[src/logic/fgc_regs.vh]
// Register map, fields and timing of the flash host controller
`ifndef FGC_REGS_VH
`define FGC_REGS_VH
`define FGC_CTRL_OFS     8'h00
`define FGC_ADDR_OFS     8'h04
`define FGC_WDATA_OFS    8'h08
`define FGC_STATUS_OFS   8'h0C
`define FGC_RDATA_OFS    8'h10
`define FGC_PCNT_OFS     8'h14
`define FGC_OP_WRITE     3'h0
`define FGC_OP_READ      3'h1
`define FGC_OP_STATREAD  3'h2
`define FGC_OP_POLL      3'h3
`define FGC_OP_HWRST     3'h4
`define FGC_ST_BUSY      0
`define FGC_ST_DONE      1
`define FGC_ST_READY     2
`define FGC_ST_REFUSED   3
`define FGC_TOGGLE_BIT   6
`define FGC_SECT_LSB     16
`define FGC_CLK_NS       25
`define FGC_T_WP_NS      35
`define FGC_T_ACC_NS     70
`define FGC_T_REC_NS     35
`define FGC_T_RP_NS      200
`define FGC_T_RH_NS      50
`define FGC_T_POR_US     300
`define FGC_CEIL(t)      (((t) + `FGC_CLK_NS - 1) / `FGC_CLK_NS)
`define FGC_WP_CYC       `FGC_CEIL(`FGC_T_WP_NS)
`define FGC_ACC_CYC      `FGC_CEIL(`FGC_T_ACC_NS)
`define FGC_REC_CYC      `FGC_CEIL(`FGC_T_REC_NS)
`define FGC_RP_CYC       `FGC_CEIL(`FGC_T_RP_NS)
`define FGC_RH_CYC       `FGC_CEIL(`FGC_T_RH_NS)
`define FGC_POR_CYC      `FGC_CEIL(`FGC_T_POR_US * 1000)
`endif

[src/logic/fgc_cycle.v]
// One asynchronous flash read or write cycle on the pins
`timescale 1ns/100ps
`include "fgc_regs.vh"
module fgc_cycle #(
  parameter AW = 26,
  parameter DW = 16
) (
  input  wire          pclk,
  input  wire          presetn,
  input  wire          start,
  input  wire          wr,
  input  wire [AW-1:0] addr,
  input  wire [DW-1:0] wdata,
  output reg           done_r,
  output reg  [DW-1:0] rdata_r,
  output reg  [AW-1:0] fl_addr_r,
  output reg  [DW-1:0] fl_dq_out_r,
  output reg           fl_dq_oe_r,
  input  wire [DW-1:0] fl_dq_in,
  output reg           fl_ce_n_r,
  output reg           fl_we_n_r,
  output reg           fl_oe_n_r
);
  localparam CY_IDLE = 2'd0;
  localparam CY_ACT  = 2'd1;
  localparam CY_HOLD = 2'd2;
  // Two extra cycles cover the data synchroniser
  localparam integer RD_CYC = `FGC_ACC_CYC + 2;
  localparam integer WP_CYC = `FGC_WP_CYC;
  localparam integer RC_CYC = `FGC_REC_CYC;

  reg [1:0]    st_r;
  reg          wr_r;
  reg [31:0]   cnt_r;
  reg [DW-1:0] dq_s1_r;
  reg [DW-1:0] dq_s2_r;

  always @(posedge pclk or negedge presetn) begin
    if (!presetn) begin
      st_r        <= CY_IDLE;
      wr_r        <= 1'b0;
      cnt_r       <= 32'h0;
      dq_s1_r     <= {DW{1'b0}};
      dq_s2_r     <= {DW{1'b0}};
      done_r      <= 1'b0;
      rdata_r     <= {DW{1'b0}};
      fl_addr_r   <= {AW{1'b0}};
      fl_dq_out_r <= {DW{1'b0}};
      fl_dq_oe_r  <= 1'b0;
      fl_ce_n_r   <= 1'b1;
      fl_we_n_r   <= 1'b1;
      fl_oe_n_r   <= 1'b1;
    end else begin
      done_r  <= 1'b0;
      dq_s1_r <= fl_dq_in;
      dq_s2_r <= dq_s1_r;
      case (st_r)
        CY_IDLE: begin
          if (start) begin
            wr_r      <= wr;
            fl_addr_r <= addr;
            fl_ce_n_r <= 1'b0;
            cnt_r     <= 32'h0;
            st_r      <= CY_ACT;
            if (wr) begin
              fl_dq_out_r <= wdata;
              fl_dq_oe_r  <= 1'b1;
              fl_we_n_r   <= 1'b0;
            end else begin
              fl_oe_n_r <= 1'b0;
            end
          end
        end
        CY_ACT: begin
          cnt_r <= cnt_r + 32'h1;
          if (wr_r && cnt_r == WP_CYC - 1) begin
            fl_we_n_r <= 1'b1;
            cnt_r     <= 32'h0;
            st_r      <= CY_HOLD;
          end else if (!wr_r && cnt_r == RD_CYC - 1) begin
            rdata_r   <= dq_s2_r;
            fl_oe_n_r <= 1'b1;
            fl_ce_n_r <= 1'b1;
            cnt_r     <= 32'h0;
            st_r      <= CY_HOLD;
          end
        end
        CY_HOLD: begin
          // Data held one cycle past the write strobe rise
          fl_ce_n_r  <= 1'b1;
          fl_dq_oe_r <= 1'b0;
          cnt_r      <= cnt_r + 32'h1;
          if (cnt_r == RC_CYC - 1) begin
            done_r <= 1'b1;
            st_r   <= CY_IDLE;
          end
        end
        default: st_r <= CY_IDLE;
      endcase
    end
  end
endmodule

[src/logic/fgc_host.v]
// Host-side flash controller: APB registers and command sequencer
//
// The APB slave port and the placing of the registers were chosen for this implementation.
`timescale 1ns/100ps
`include "fgc_regs.vh"
// How it works
// - Status word is read only at word location 0 of the sector.
// - Lock word is read or programmed by software at location 0.
// - Host holds chip, write and output enables high through power-up.
// - Host recovers unknown state by reset command or reset pin pulse.
module fgc_host #(
  parameter AW      = 26,
  parameter DW      = 16,
  parameter POR_CYC = `FGC_POR_CYC
) (
  input  wire          pclk,
  input  wire          presetn,
  input  wire          psel,
  input  wire          penable,
  input  wire          pwrite,
  input  wire [7:0]    paddr,
  input  wire [31:0]   pwdata,
  output reg  [31:0]   prdata_r,
  output reg           pready_r,
  output reg           pslverr_r,
  output wire [AW-1:0] fl_addr,
  output wire [DW-1:0] fl_dq_out,
  output wire          fl_dq_oe,
  input  wire [DW-1:0] fl_dq_in,
  output wire          fl_ce_n,
  output wire          fl_we_n,
  output wire          fl_oe_n,
  output reg           fl_reset_n_r
);
  localparam M_POR  = 3'd0;
  localparam M_IDLE = 3'd1;
  localparam M_C1   = 3'd2;
  localparam M_C2   = 3'd3;
  localparam M_RSTP = 3'd4;
  localparam M_RSTW = 3'd5;
  localparam integer RP_CYC = `FGC_RP_CYC;
  localparam integer RH_CYC = `FGC_RH_CYC;

  reg [2:0]    st_r;
  reg [2:0]    op_r;
  reg [31:0]   cnt_r;
  reg [AW-1:0] addr_r;
  reg [DW-1:0] wdata_r;
  reg [DW-1:0] rdata_r;
  reg [DW-1:0] prev_r;
  reg [15:0]   pcnt_r;
  reg          done_r;
  reg          refused_r;
  reg          por_done_r;
  reg          cyc_start_r;
  reg          cyc_wr_r;
  reg [AW-1:0] cyc_addr_r;
  reg [DW-1:0] cyc_wdata_r;
  wire         cyc_done;
  wire [DW-1:0] cyc_rdata;

  // Register index from byte address; 7 means unmapped
  function [2:0] reg_idx;
    input [7:0] a;
    begin
      case (a)
        `FGC_CTRL_OFS:   reg_idx = 3'd0;
        `FGC_ADDR_OFS:   reg_idx = 3'd1;
        `FGC_WDATA_OFS:  reg_idx = 3'd2;
        `FGC_STATUS_OFS: reg_idx = 3'd3;
        `FGC_RDATA_OFS:  reg_idx = 3'd4;
        `FGC_PCNT_OFS:   reg_idx = 3'd5;
        default:         reg_idx = 3'd7;
      endcase
    end
  endfunction

  wire       setup_ph = psel && !penable;
  wire       wr_acc   = psel && penable && pready_r && pwrite;
  wire [2:0] wr_idx   = reg_idx(paddr);
  wire       busy     = (st_r != M_IDLE);
  wire       ctrl_wr  = wr_acc && wr_idx == 3'd0;
  // word 0 of the sector named by the upper bits
  wire [AW-1:0] sect_base = {addr_r[AW-1:`FGC_SECT_LSB],
                             {`FGC_SECT_LSB{1'b0}}};
  wire       finish   = cyc_done && (st_r == M_C1 || st_r == M_C2) &&
                        !(st_r == M_C1 &&
                          (op_r == `FGC_OP_STATREAD ||
                           op_r == `FGC_OP_POLL)) &&
                        !(st_r == M_C2 && op_r == `FGC_OP_POLL &&
                          cyc_rdata[`FGC_TOGGLE_BIT] !=
                          prev_r[`FGC_TOGGLE_BIT]);
  wire       rst_end  = (st_r == M_RSTW) && (cnt_r == RH_CYC - 1);

  // APB slave: zero wait states, data registered in the setup cycle
  always @(posedge pclk or negedge presetn) begin
    if (!presetn) begin
      prdata_r  <= 32'h0;
      pready_r  <= 1'b0;
      pslverr_r <= 1'b0;
    end else begin
      pready_r <= 1'b1;
      if (setup_ph) begin
        pslverr_r <= (wr_idx == 3'd7);
        case (wr_idx)
          3'd0: prdata_r <= {29'h0, op_r};
          3'd1: prdata_r <= {{(32-AW){1'b0}}, addr_r};
          3'd2: prdata_r <= {{(32-DW){1'b0}}, wdata_r};
          3'd3: prdata_r <= {28'h0, refused_r, por_done_r, done_r, busy};
          3'd4: prdata_r <= {{(32-DW){1'b0}}, rdata_r};
          3'd5: prdata_r <= {16'h0, pcnt_r};
          default: prdata_r <= 32'h0;
        endcase
      end
    end
  end

  // Sticky flags; a set in the clearing cycle wins
  always @(posedge pclk or negedge presetn) begin
    if (!presetn) begin
      done_r    <= 1'b0;
      refused_r <= 1'b0;
      addr_r    <= {AW{1'b0}};
      wdata_r   <= {DW{1'b0}};
    end else begin
      if (wr_acc && wr_idx == 3'd1 && !busy)
        addr_r <= pwdata[AW-1:0];
      if (wr_acc && wr_idx == 3'd2 && !busy)
        wdata_r <= pwdata[DW-1:0];
      if (finish || rst_end)
        done_r <= 1'b1;
      else if (wr_acc && wr_idx == 3'd3 && pwdata[`FGC_ST_DONE])
        done_r <= 1'b0;
      if (ctrl_wr && busy)
        refused_r <= 1'b1;
      else if (wr_acc && wr_idx == 3'd3 && pwdata[`FGC_ST_REFUSED])
        refused_r <= 1'b0;
    end
  end

  always @(posedge pclk or negedge presetn) begin
    if (!presetn) begin
      st_r         <= M_POR;
      op_r         <= `FGC_OP_WRITE;
      cnt_r        <= 32'h0;
      rdata_r      <= {DW{1'b0}};
      prev_r       <= {DW{1'b0}};
      pcnt_r       <= 16'h0;
      por_done_r   <= 1'b0;
      cyc_start_r  <= 1'b0;
      cyc_wr_r     <= 1'b0;
      cyc_addr_r   <= {AW{1'b0}};
      cyc_wdata_r  <= {DW{1'b0}};
      fl_reset_n_r <= 1'b1;
    end else begin
      cyc_start_r <= 1'b0;
      case (st_r)
        // strobes stay high until power-up time ends
        M_POR: begin
          cnt_r <= cnt_r + 32'h1;
          if (cnt_r == POR_CYC - 1) begin
            por_done_r <= 1'b1;
            st_r       <= M_IDLE;
          end
        end
        M_IDLE: begin
          if (ctrl_wr) begin
            op_r        <= pwdata[2:0];
            cyc_addr_r  <= addr_r;
            cyc_wdata_r <= wdata_r;
            cnt_r       <= 32'h0;
            case (pwdata[2:0])
              `FGC_OP_WRITE, `FGC_OP_STATREAD: begin
                cyc_wr_r    <= 1'b1;
                cyc_start_r <= 1'b1;
                st_r        <= M_C1;
              end
              `FGC_OP_READ, `FGC_OP_POLL: begin
                cyc_wr_r    <= 1'b0;
                cyc_start_r <= 1'b1;
                pcnt_r      <= 16'h0;
                st_r        <= M_C1;
              end
              // hardware reset pulse recovers the device
              `FGC_OP_HWRST: begin
                fl_reset_n_r <= 1'b0;
                st_r         <= M_RSTP;
              end
              default: st_r <= M_IDLE;
            endcase
          end
        end
        M_C1: begin
          if (cyc_done) begin
            rdata_r <= cyc_rdata;
            prev_r  <= cyc_rdata;
            pcnt_r  <= pcnt_r + 16'h1;
            if (op_r == `FGC_OP_STATREAD) begin
              // status is read at word 0 only
              // this one read leaves the overlay
              cyc_wr_r    <= 1'b0;
              cyc_addr_r  <= sect_base;
              cyc_start_r <= 1'b1;
              st_r        <= M_C2;
            end else if (op_r == `FGC_OP_POLL) begin
              cyc_start_r <= 1'b1;
              st_r        <= M_C2;
            end else begin
              st_r <= M_IDLE;
            end
          end
        end
        M_C2: begin
          if (cyc_done) begin
            rdata_r <= cyc_rdata;
            prev_r  <= cyc_rdata;
            pcnt_r  <= pcnt_r + 16'h1;
            // toggling stops once the algorithm completes
            if (finish)
              st_r <= M_IDLE;
            else
              cyc_start_r <= 1'b1;
          end
        end
        M_RSTP: begin
          cnt_r <= cnt_r + 32'h1;
          if (cnt_r == RP_CYC - 1) begin
            fl_reset_n_r <= 1'b1;
            cnt_r        <= 32'h0;
            st_r         <= M_RSTW;
          end
        end
        M_RSTW: begin
          cnt_r <= cnt_r + 32'h1;
          if (rst_end)
            st_r <= M_IDLE;
        end
        default: st_r <= M_IDLE;
      endcase
    end
  end

  fgc_cycle #(
    .AW (AW),
    .DW (DW)
  ) u_cycle (
    .pclk        (pclk),
    .presetn     (presetn),
    .start       (cyc_start_r),
    .wr          (cyc_wr_r),
    .addr        (cyc_addr_r),
    .wdata       (cyc_wdata_r),
    .done_r      (cyc_done),
    .rdata_r     (cyc_rdata),
    .fl_addr_r   (fl_addr),
    .fl_dq_out_r (fl_dq_out),
    .fl_dq_oe_r  (fl_dq_oe),
    .fl_dq_in    (fl_dq_in),
    .fl_ce_n_r   (fl_ce_n),
    .fl_we_n_r   (fl_we_n),
    .fl_oe_n_r   (fl_oe_n)
  );
endmodule

[config.mk]
export PLATFORM = sky130hd
export DESIGN_NAME = fgc_host
export DESIGN_NICKNAME = d
export VERILOG_FILES = /design/src/logic/fgc_cycle.v /design/src/logic/fgc_host.v
export VERILOG_INCLUDE_DIRS = /design/src /design/src/logic
export SDC_FILE = /design/constraint.sdc
export NUM_CORES = 1
export LEC_CHECK = 0
export BUFFER_PORTS_ARGS = -buffer_cell sky130_fd_sc_hd__buf_2
export CORE_ASPECT_RATIO = 0.6
export CORE_UTILIZATION = 54
export DETAILED_ROUTE_END_ITERATION = 8
export MAX_ROUTING_LAYER = met4
export PLACE_DENSITY = 0.76
export SETUP_SLACK_MARGIN = 0.02
export SYNTH_ARGS = -nofsm -noshare
export SYNTH_HDL_FRONTEND = slang
export SYNTH_HIERARCHICAL = 1
export SYNTH_SLANG_ARGS = --single-unit
[constraint.sdc]
create_clock -name pclk -period 2.3 [get_ports pclk]
set_input_delay 0.46 -clock pclk [delete_from_list [all_inputs] [get_ports pclk]]
set_output_delay 0.46 -clock pclk [all_outputs]
set_load 0.1 [all_outputs]
After elaboration in Yosys (flattened, before gate mapping):

Cells that the tools add are included.

* flip-flop bits (word level): 324
* bits in latches: 0
* RAM bits: 0
* bits in read-only memories: 0
* input port bits: 61
* output and inout bits: 81
* logic and storage cells: 223
* memories: 0

* add/subtract/negate cells: 3
* $mul: 0
* div/mod/pow operators: 0
* $lt $le $gt $ge: 0
* equal/unequal tests: 51
* shift operators: 0
* mux-type cells: 70
* bitwise operators: 1
* reduce and logical (&&, ||, !) cells: 67

Operators with widths (number)
* one-hot mux 32 bit (3 select lines): 2
* two-way mux 32 bit: 5
* one-hot mux 26 bit (6 select lines): 1
* two-way mux 26 bit: 3
* adder 32 x 1 -> 32 bit, second input constant: 2
* equality test 32 x 1 -> 1 bit, second input constant: 2
* equality test 32 x 3 -> 1 bit, second input constant: 2
* one-hot mux 26 bit (2 select lines): 1
* two-way mux 16 bit: 3
* one-hot mux 3 bit (6 select lines): 2
* equality test 32 x 14 -> 1 bit, second input constant: 1
* one-hot mux 16 bit (2 select lines): 1
* two-way mux 1 bit: 29
* equality test 3 x 2 -> 1 bit, second input constant: 8
* logical AND 1 bit: 22
* inequality test 2 bit, second input constant: 11
* two-way mux 3 bit: 7
* AND reduction 4 bit: 5
* equality test 3 bit, second input constant: 6
* adder 16 x 1 -> 16 bit, second input constant: 1
* equality test 8 x 4 -> 1 bit, second input constant: 2
* equality test 8 x 5 -> 1 bit, second input constant: 2
* inequality test 2 x 1 -> 1 bit, second input constant: 7
* nonzero test 2 bit: 7
* 25 further kinds: 60

Depth between registers and ports, before layout:

Gate-level depths: netlist of the first run.

* word-level depth: 9
* depth in mapped cells: 10
* depth with buffers taken out: 9

Modules after synthesis:

Netlist of the first run, hierarchy kept.

By module, submodules not included
* fgc_host: instances 1, cells an instance 911, area each 9341.5 µm², sequential area each 4705.8 µm²
* fgc_cycle: instances 1, cells an instance 445, area each 5420.2 µm², sequential area each 3256.9 µm²

Worst setup path after synthesis of the first run:

OpenSTA, ideal clock, no wires.

* path kind: input to register
* from: input port paddr[0]
* to: register cyc_addr_r[23]
* setup time: 127 ps
* data arrival time: 2908 ps
* data required time: 2173 ps
* setup slack: -735 ps
* stages: 10
* buffers on the path: 2
* path through: or4_4 nor3_1 nand2_1 ha_1 a31oi_1 o21ai_1 a22o_1 buf_2 buf_6 mux2_1

* longest elaborated chain between the ends: 6
* elaborated cells on any way between the ends: 11
* those cells by class: 6 x eq/ne; 1 x mux; 4 x reduce/logical

Ends and longest elaborated chain
* from (decl): line fgc_host.v:21 `input wire [7:0] paddr,`
* equality test 8 x 5 -> 1 bit, or another cell as far along: line fgc_host.v:66 `case (a)`
* one-hot mux 3 bit (6 select lines) (*): line fgc_host.v:66
* zero test 3 bit (*): line fgc_host.v:82 `wire ctrl_wr = wr_acc && wr_idx == 3'd0;`
* logical AND 1 bit (*): line fgc_host.v:82
* inequality test 2 bit (no line) (*)
* AND reduction 4 bit (no line) (*)
* to (signal assigned): line fgc_host.v:152 `cyc_addr_r <= {AW{1'b0}};`
* to (signal assigned): line fgc_host.v:169 `cyc_addr_r <= addr_r;`
* to (signal assigned): line fgc_host.v:202 `cyc_addr_r <= sect_base;`
* to (decl): line fgc_host.v:57 `reg [AW-1:0] cyc_addr_r;`

Every way passes the cells marked *; elsewhere a longest branch is shown, timed or not.
A chain may end at the register's enable or synchronous reset.

Final worst setup path of the first run:

* from: register u_cycle.cnt_r[12]
* to: register u_cycle.cnt_r[13]

* longest elaborated chain between the ends: 5
* elaborated cells on any way between the ends: 8
* those cells by class: 1 x add/sub; 2 x eq/ne; 3 x mux; 2 x reduce/logical

Ends and longest elaborated chain
* from (decl): line fgc_cycle.v:34 `reg [31:0] cnt_r;`
* from (signal assigned): line fgc_cycle.v:75 `cnt_r <= cnt_r + 32'h1;`
* from (signal assigned): line fgc_cycle.v:92 `cnt_r <= cnt_r + 32'h1;`
* branches (longest 4 deep; another with adder 32 x 1 -> 32 bit)
* one-hot mux 32 bit (3 select lines) (*): line fgc_cycle.v:57 `case (st_r)`

Every way passes the cells marked *.

==> results.ini, run 1 <==
[outcome]
outcome = finished clean

[sta]
relSlewSlack = 0.558
worstMarginPinSlew_ps = 661
rsz0062_at_grt = yes
post-route-period-util = 0.981
finalHoldViolCount = 0
hold-worst-slack_ps = 121
max_clock_freq_ghz = 0.443
layout_setup_ws_ps = 43.1
finClkSkew_ps = 11.2
drv_slew = 0
setup_tns_ps = 0
period_needed_ps = 2260
setup_viol = 0

[yosys]
synth_area_um2 = 14800
ys_seq_elements = 318
synthFlopType = dfrtp_1
yosys_warnings = 6
async_flop_share = 1.00
seq_area_frac_synth = 0.539
ys_types = 76
synth_edf_count = 0
syn_area_per_cell_um2 = 10.9
syn_inst = 1356

[layout]
syn2layout_area_growth_pct = 23.9
drive_gt1_frac = 0.317
n_fill_cell = 2016
nets = 1668
utilization = 0.687

[placement]
routabilityCongestion = 0.969
post-place-ws_ps = -503
numPortBuffers = 129
hpwlAfterDp_um = 27500

[worst_setup_path]
ff2ff_setup_slack_ps = 40
cp-start-kind = flop
crit_path_end_kind = flop
crit_fanout = 14
arrival_ps = 2710
reg2regPathDepth = 7
cp.required_ps = 2760
crit_type = flop to flop

[worst_hold_path]
hold_path_class = input pin to flop
min_path_cells = 2

[power_and_ir_drop]
ir_drop_mv = 0.543
power.density_nw_per_um2 = 629
power_mw = 11.5
leakage_nw = 8.81

[clock_network]
clk_latency_ps = 570
cts_buffers = 30
clockBufferDepth = 3
clockRootBuffer = clkbuf_16
tritoncts = yes
cts_sinks = 318
path_clk_slew_ps = 70
cts_htree_levels = 1

[grt]
gr-total-overflow = 0
grt_pass1_wl_um = 62100
grt_usage = 0.290
grt_max_degree = 72
grt_pass1_vias = 11200
antenna_found_initial = 3

[route]
ant_nets = 0
detail_route.wl_per_cell_um = 20.1
vias = 12000
drt-initial-drc-count = 1291
viasPerCell = 6.07
drc = 0
dr.pass1.iters = 5
routed_wl_um = 39900

[die]
rows = 46
io_pins = 142
coreArea_um2 = 26600
initial_utilization = 0.554
die_h_um = 130
die_w_um = 215
dieArea_um2 = 28000

[flow_run]
max_cap_violations = 0

==> stage by stage <==
stage                     cells  cell area, µm²
after global routing       1983           18300
after global placement     1899           16800
after CTS                  1970           18000
after detailed placement   1899           16800
after floorplan            1361           14900
final                      1983           18300
==> layer usage <==
layer	wire length [µm]	global-route usage	part of all wire	vias to the layer above
met1	18900	0.441	0.47	6025
met4	653	0.0605	0.016	0
met2	16900	0.400	0.42	501
met5	0	-	0	-
met3	3410	0.0550	0.085	49
li1	-	-	-	5470
==> logic make-up after synthesis <==
group	share of synthesized area
adders and majority gates	0.00932
xor gates and xnor gates	0.000593
and+or+nand+nor	0.188
muxes	0.117
buffers and inverters	0.0372
AOI/OAI and AO/OA	0.108
other	0.000509
DFF	0.539
==> report_power, final <==
part | switching (mW) | leakage, nW | total [mW] | internal [mW]
combinational | 0.279 | 4.07 | 0.396 | 0.116
clock | 2.20 | 0.527 | 5.45 | 3.25
sequential | 0.0173 | 4.22 | 5.66 | 5.64
total | 2.50 | 8.81 | 11.5 | 9.00
==> synthesized netlist by cell type (6+ instances only) <==
cell type,count,area share
and3_1,19,0.0081
nor3b_1,20,0.010
a21oi_1,14,0.0047
and2_1,9,0.0038
ha_1,11,0.0093
nor2_1,55,0.014
inv_1,30,0.0076
and4_1,7,0.0042
a31oi_1,20,0.0085
nand3_1,96,0.033
a311oi_1,16,0.0095
dfrtp_1,314,0.53
or3_1,21,0.0089
mux2_2,123,0.094
nand3b_1,6,0.0031
a221oi_1,10,0.0059
buf_4,8,0.0041
or4_1,12,0.0061
o211ai_1,12,0.0061
nand4_1,39,0.017
a41oi_1,10,0.0059
buf_2,20,0.0068
nand2_1,171,0.043
nor3_1,12,0.0041
o21ai_0,55,0.019
clkbuf_1,50,0.013
o22ai_1,8,0.0034
mux2i_1,19,0.013
nor4_1,19,0.0081
a21o_1,20,0.010
mux2_1,14,0.011
nor2b_1,8,0.0034
nand2b_1,6,0.0025
o31ai_1,26,0.013
==> cells in the final DEF, fill, tap and decap left out, drive strengths merged, types with 8 or more instances in the layout <==
master / n
buf: 273
a31oi: 20
clkbuf: 42
nor3b: 21
or3: 21
mux2i: 19
nor2b: 8
mux2: 137
nor4: 25
a21o: 20
and3: 20
or4: 13
nor3: 12
a41oi: 10
dlygate4sd3: 17
a21oi: 14
inv: 30
o31ai: 26
and2: 10
o211ai: 12
nor2: 55
o21ai: 57
a221oi: 11
nand4: 41
ha: 11
nand2: 171
o22ai: 8
a311oi: 16
dfrtp: 314
nand3: 98
==> layout make-up <==
type                       instances  area, µm²  share of cell area
timing repair buffer             291       2150               0.118
clock buffer                      41        843              0.0461
tap                              360        450              0.0246
multi-input combinational        925       6530               0.357
antenna                            3       7.51            0.000410
clock inverter                    15        241              0.0132
inverter                          30        113             0.00615
sequential                       318       7970               0.435
==> repair_timing <==
action | CTS | global route
endpoints found under the setup margin | 35 | 57
gates resized for setup | 5 | 35
cloned | 0 | 1
setup buffers | 0 | 7
hold buffers | 15 | 2
pin swaps | 0 | 5
endpoints found under the hold margin | 76 | 2
==> critical path, cell delays in order, from the launching register on <==
cell	delay, ps
dfrtp_1	440
nor4_2	310
nand4_2	260
o41ai_2	410
buf_4	270
buf_12	160
nor2_1	50
mux2_2	250
==> worst paths after layout <==
path,from,end
worst max-delay path,u_cycle/cnt_r[12],u_cycle/cnt_r[13]
worst min-delay path,pwdata[19],addr_r[19]
worst max register to register,u_cycle/cnt_r[12],u_cycle/cnt_r[13]
worst min register to register,u_cycle/dq_s1_r[6],u_cycle/dq_s2_r[6]
max in group asynchronous,presetn,cnt_r[23]
min in group asynchronous,presetn,u_cycle/cnt_r[12]
==> sequential cells by signal, summed over array words and instances, names as in the netlist, 2 cells and up <==
signal and cells:
u_cycle/rdata_r 16, op_r 3, pcnt_r 16, u_cycle/dq_s2_r 16, prdata_r 26, cyc_addr_r 26, u_cycle/fl_addr_r 26, u_cycle/cnt_r 32
u_cycle/st_r 2, u_cycle/fl_dq_out_r 16, addr_r 26, prev_r 16, st_r 3, cyc_wdata_r 16, wdata_r 16, cnt_r 32
u_cycle/dq_s1_r 16
Note: power is estimated with default switching activity, not from simulation.
==> inputs of run 2 (changes only) <==
--- a/config.mk
+++ b/config.mk
@@ -7,12 +7,12 @@
 export NUM_CORES = 1
 export LEC_CHECK = 0
 export BUFFER_PORTS_ARGS = -buffer_cell sky130_fd_sc_hd__buf_2
-export CORE_ASPECT_RATIO = 0.6
 export CORE_UTILIZATION = 54
 export DETAILED_ROUTE_END_ITERATION = 8
 export MAX_ROUTING_LAYER = met4
 export PLACE_DENSITY = 0.76
 export SETUP_SLACK_MARGIN = 0.02
+export SKIP_LAST_GASP = 1
 export SYNTH_ARGS = -nofsm -noshare
 export SYNTH_HDL_FRONTEND = slang
 export SYNTH_HIERARCHICAL = 1
==> results.ini, run 2 (synthesized netlist as in run 1, its figures left out) <==
[outcome]
outcome = finished clean

[worst_setup_path]
cp.required_ps = 2680
crit_path_end_kind = flop
cp-start-kind = input pin
crit_chain = buf_8 -> or4_4 -> nor3_4 -> nand2_2 -> ha_4 -> a31oi_4 -> buf_6 -> a221oi_4 -> clkbuf_16 -> a311oi_2 -> mux2i_1
worst_path_max_delay_cell = or4_4
critPathBufInv = 3
arrival_ps = 2670
crit_fanout = 12
ff2ff_setup_slack_ps = 70
cp_slowest_stage_delay_ps = 550
crit_family = simple AND/OR/NAND/NOR gates
crit_type = input pin to flop

[placement]
numPortBuffers = 129
routabilityCongestion = 0.918
hpwlAfterDp_um = 24800
post-place-ws_ps = -525
post_dp_cell_area_um2 = 16700

[clock_network]
cts_htree_levels = 2
clockRootBuffer = clkbuf_16
clockBufferDepth = 3
clk_latency_ps = 520
cts_buffers = 34
cts_sinks = 318
tritoncts = yes
path_clk_slew_ps = 60

[sta]
post-route-period-util = 0.995
finalHoldViolCount = 0
max_clock_freq_ghz = 0.437
period_needed_ps = 2290
relSlewSlack = 0.564
setup_tns_ps = 0
rsz0062_at_grt = yes
hold-worst-slack_ps = 51.8
layout_setup_ws_ps = 12.6
worstMarginPinSlew_ps = 647
drv_slew = 0
finClkSkew_ps = 20.1
setup_viol = 0

[grt]
grt_pass1_wl_um = 60000
grt_max_degree = 65
gr-total-overflow = 0
grt_usage = 0.273
grt_pass1_vias = 11500
antenna_found_initial = 2

[die]
io_pins = 142
initial_utilization = 0.549
die_h_um = 167
rows = 60
die_w_um = 167
coreArea_um2 = 26900
dieArea_um2 = 28000

[layout]
n_fill_cell = 1968
top_regs = cnt_r x32, u_cycle/cnt_r x32
layout_commonest_cell = dfrtp_1
utilization = 0.681
design_area_um2 = 18300
layout_common_cells = dfrtp_1 (313), nand2_1 (169), buf_4 (126), buf_2 (126), mux2_2 (123)
nets = 1658
drive_gt1_frac = 0.329
syn2layout_area_growth_pct = 23.9

[route]
viasPerCell = 6.13
ant_nets = 0
drt-initial-drc-count = 1148
vias = 12000
dr.pass1.iters = 5
detail_route.wl_per_cell_um = 19.2
drc = 0
routed_wl_um = 37500

[power_and_ir_drop]
p_int_mw = 9.22
leakage_nw = 8.82
power.density_nw_per_um2 = 642
pwr-share-seq = 0.482
ir_drop_mv = 0.403
p_switching_mw = 2.52
power_frac_comb = 0.032
power_switching_share = 0.215
clkPwrFrac = 0.486

[flow_run]
max_cap_violations = 0

[worst_hold_path]
hold_path_class = input pin to flop

==> run 2: stage by stage <==
| stage | cells | power [mW] |
|---|---|---|
| 3_3_place_gp | 1883 | 6.12 |
| 5_1_grt | 1955 | 12.1 |
| 6_report | 1955 | 11.7 |
| 3_5_place_dp | 1883 | 6.13 |
| 4_1_cts | 1946 | 11.8 |
| 2_1_floorplan | 1361 | 5.89 |
==> run 2: per-layer routing <==
layer	wire length, µm	part of all wire	GRT usage	up-vias
li1	-	-	-	5443
met4	975	0.026	0.0786	0
met3	2640	0.070	0.0416	83
met2	17900	0.48	0.428	495
met1	16000	0.43	0.368	5956
met5	0	0	-	-
==> run 2: timing repair <==
action                                 in CTS  in global routing
endpoints found under the hold margin      38                  0
pin swaps                                   0                 15
setup endpoints to repair                  28                105
gates cloned                                0                  5
hold buffers                                1                  0
buffers inserted                            0                  2
resized for setup                           6                 48
==> run 2: final timing paths <==
check	from	end	cells past startpoint
hold / removal	fl_dq_in[12]	u_cycle/dq_s1_r[12]	1
max in group asynchronous	presetn	op_r[1]	3
setup / recovery	paddr[6]	cnt_r[22]	11
min in group asynchronous	presetn	u_cycle/cnt_r[29]	2
hold reg to reg	u_cycle/dq_s1_r[1]	u_cycle/dq_s2_r[1]	0
setup reg to reg	cnt_r[28]	cnt_r[13]	6
==> run 2: layout make-up <==
| cell class | instances | area (µm²) | area share |
|---|---|---|---|
| sequential | 318 | 7960 | 0.435 |
| tap | 341 | 427 | 0.0233 |
| clock buffer | 49 | 1030 | 0.0562 |
| clock inverter | 13 | 164 | 0.00896 |
| inverter | 30 | 113 | 0.00616 |
| antenna | 2 | 5.00 | 0.000274 |
| multi-input combinational | 926 | 6570 | 0.359 |
| timing repair buffer | 276 | 2020 | 0.110 |
==> run 2: power groups by stage <==
stage | Clock, mW | Sequential [mW] | Combinational [mW]
after floorplan | 0 | 5.78 | 0.115
after global placement | 0 | 5.76 | 0.367
after detailed placement | 0 | 5.76 | 0.370
after CTS | 5.81 | 5.66 | 0.375
after global routing | 6.05 | 5.66 | 0.410
final | 5.71 | 5.66 | 0.372
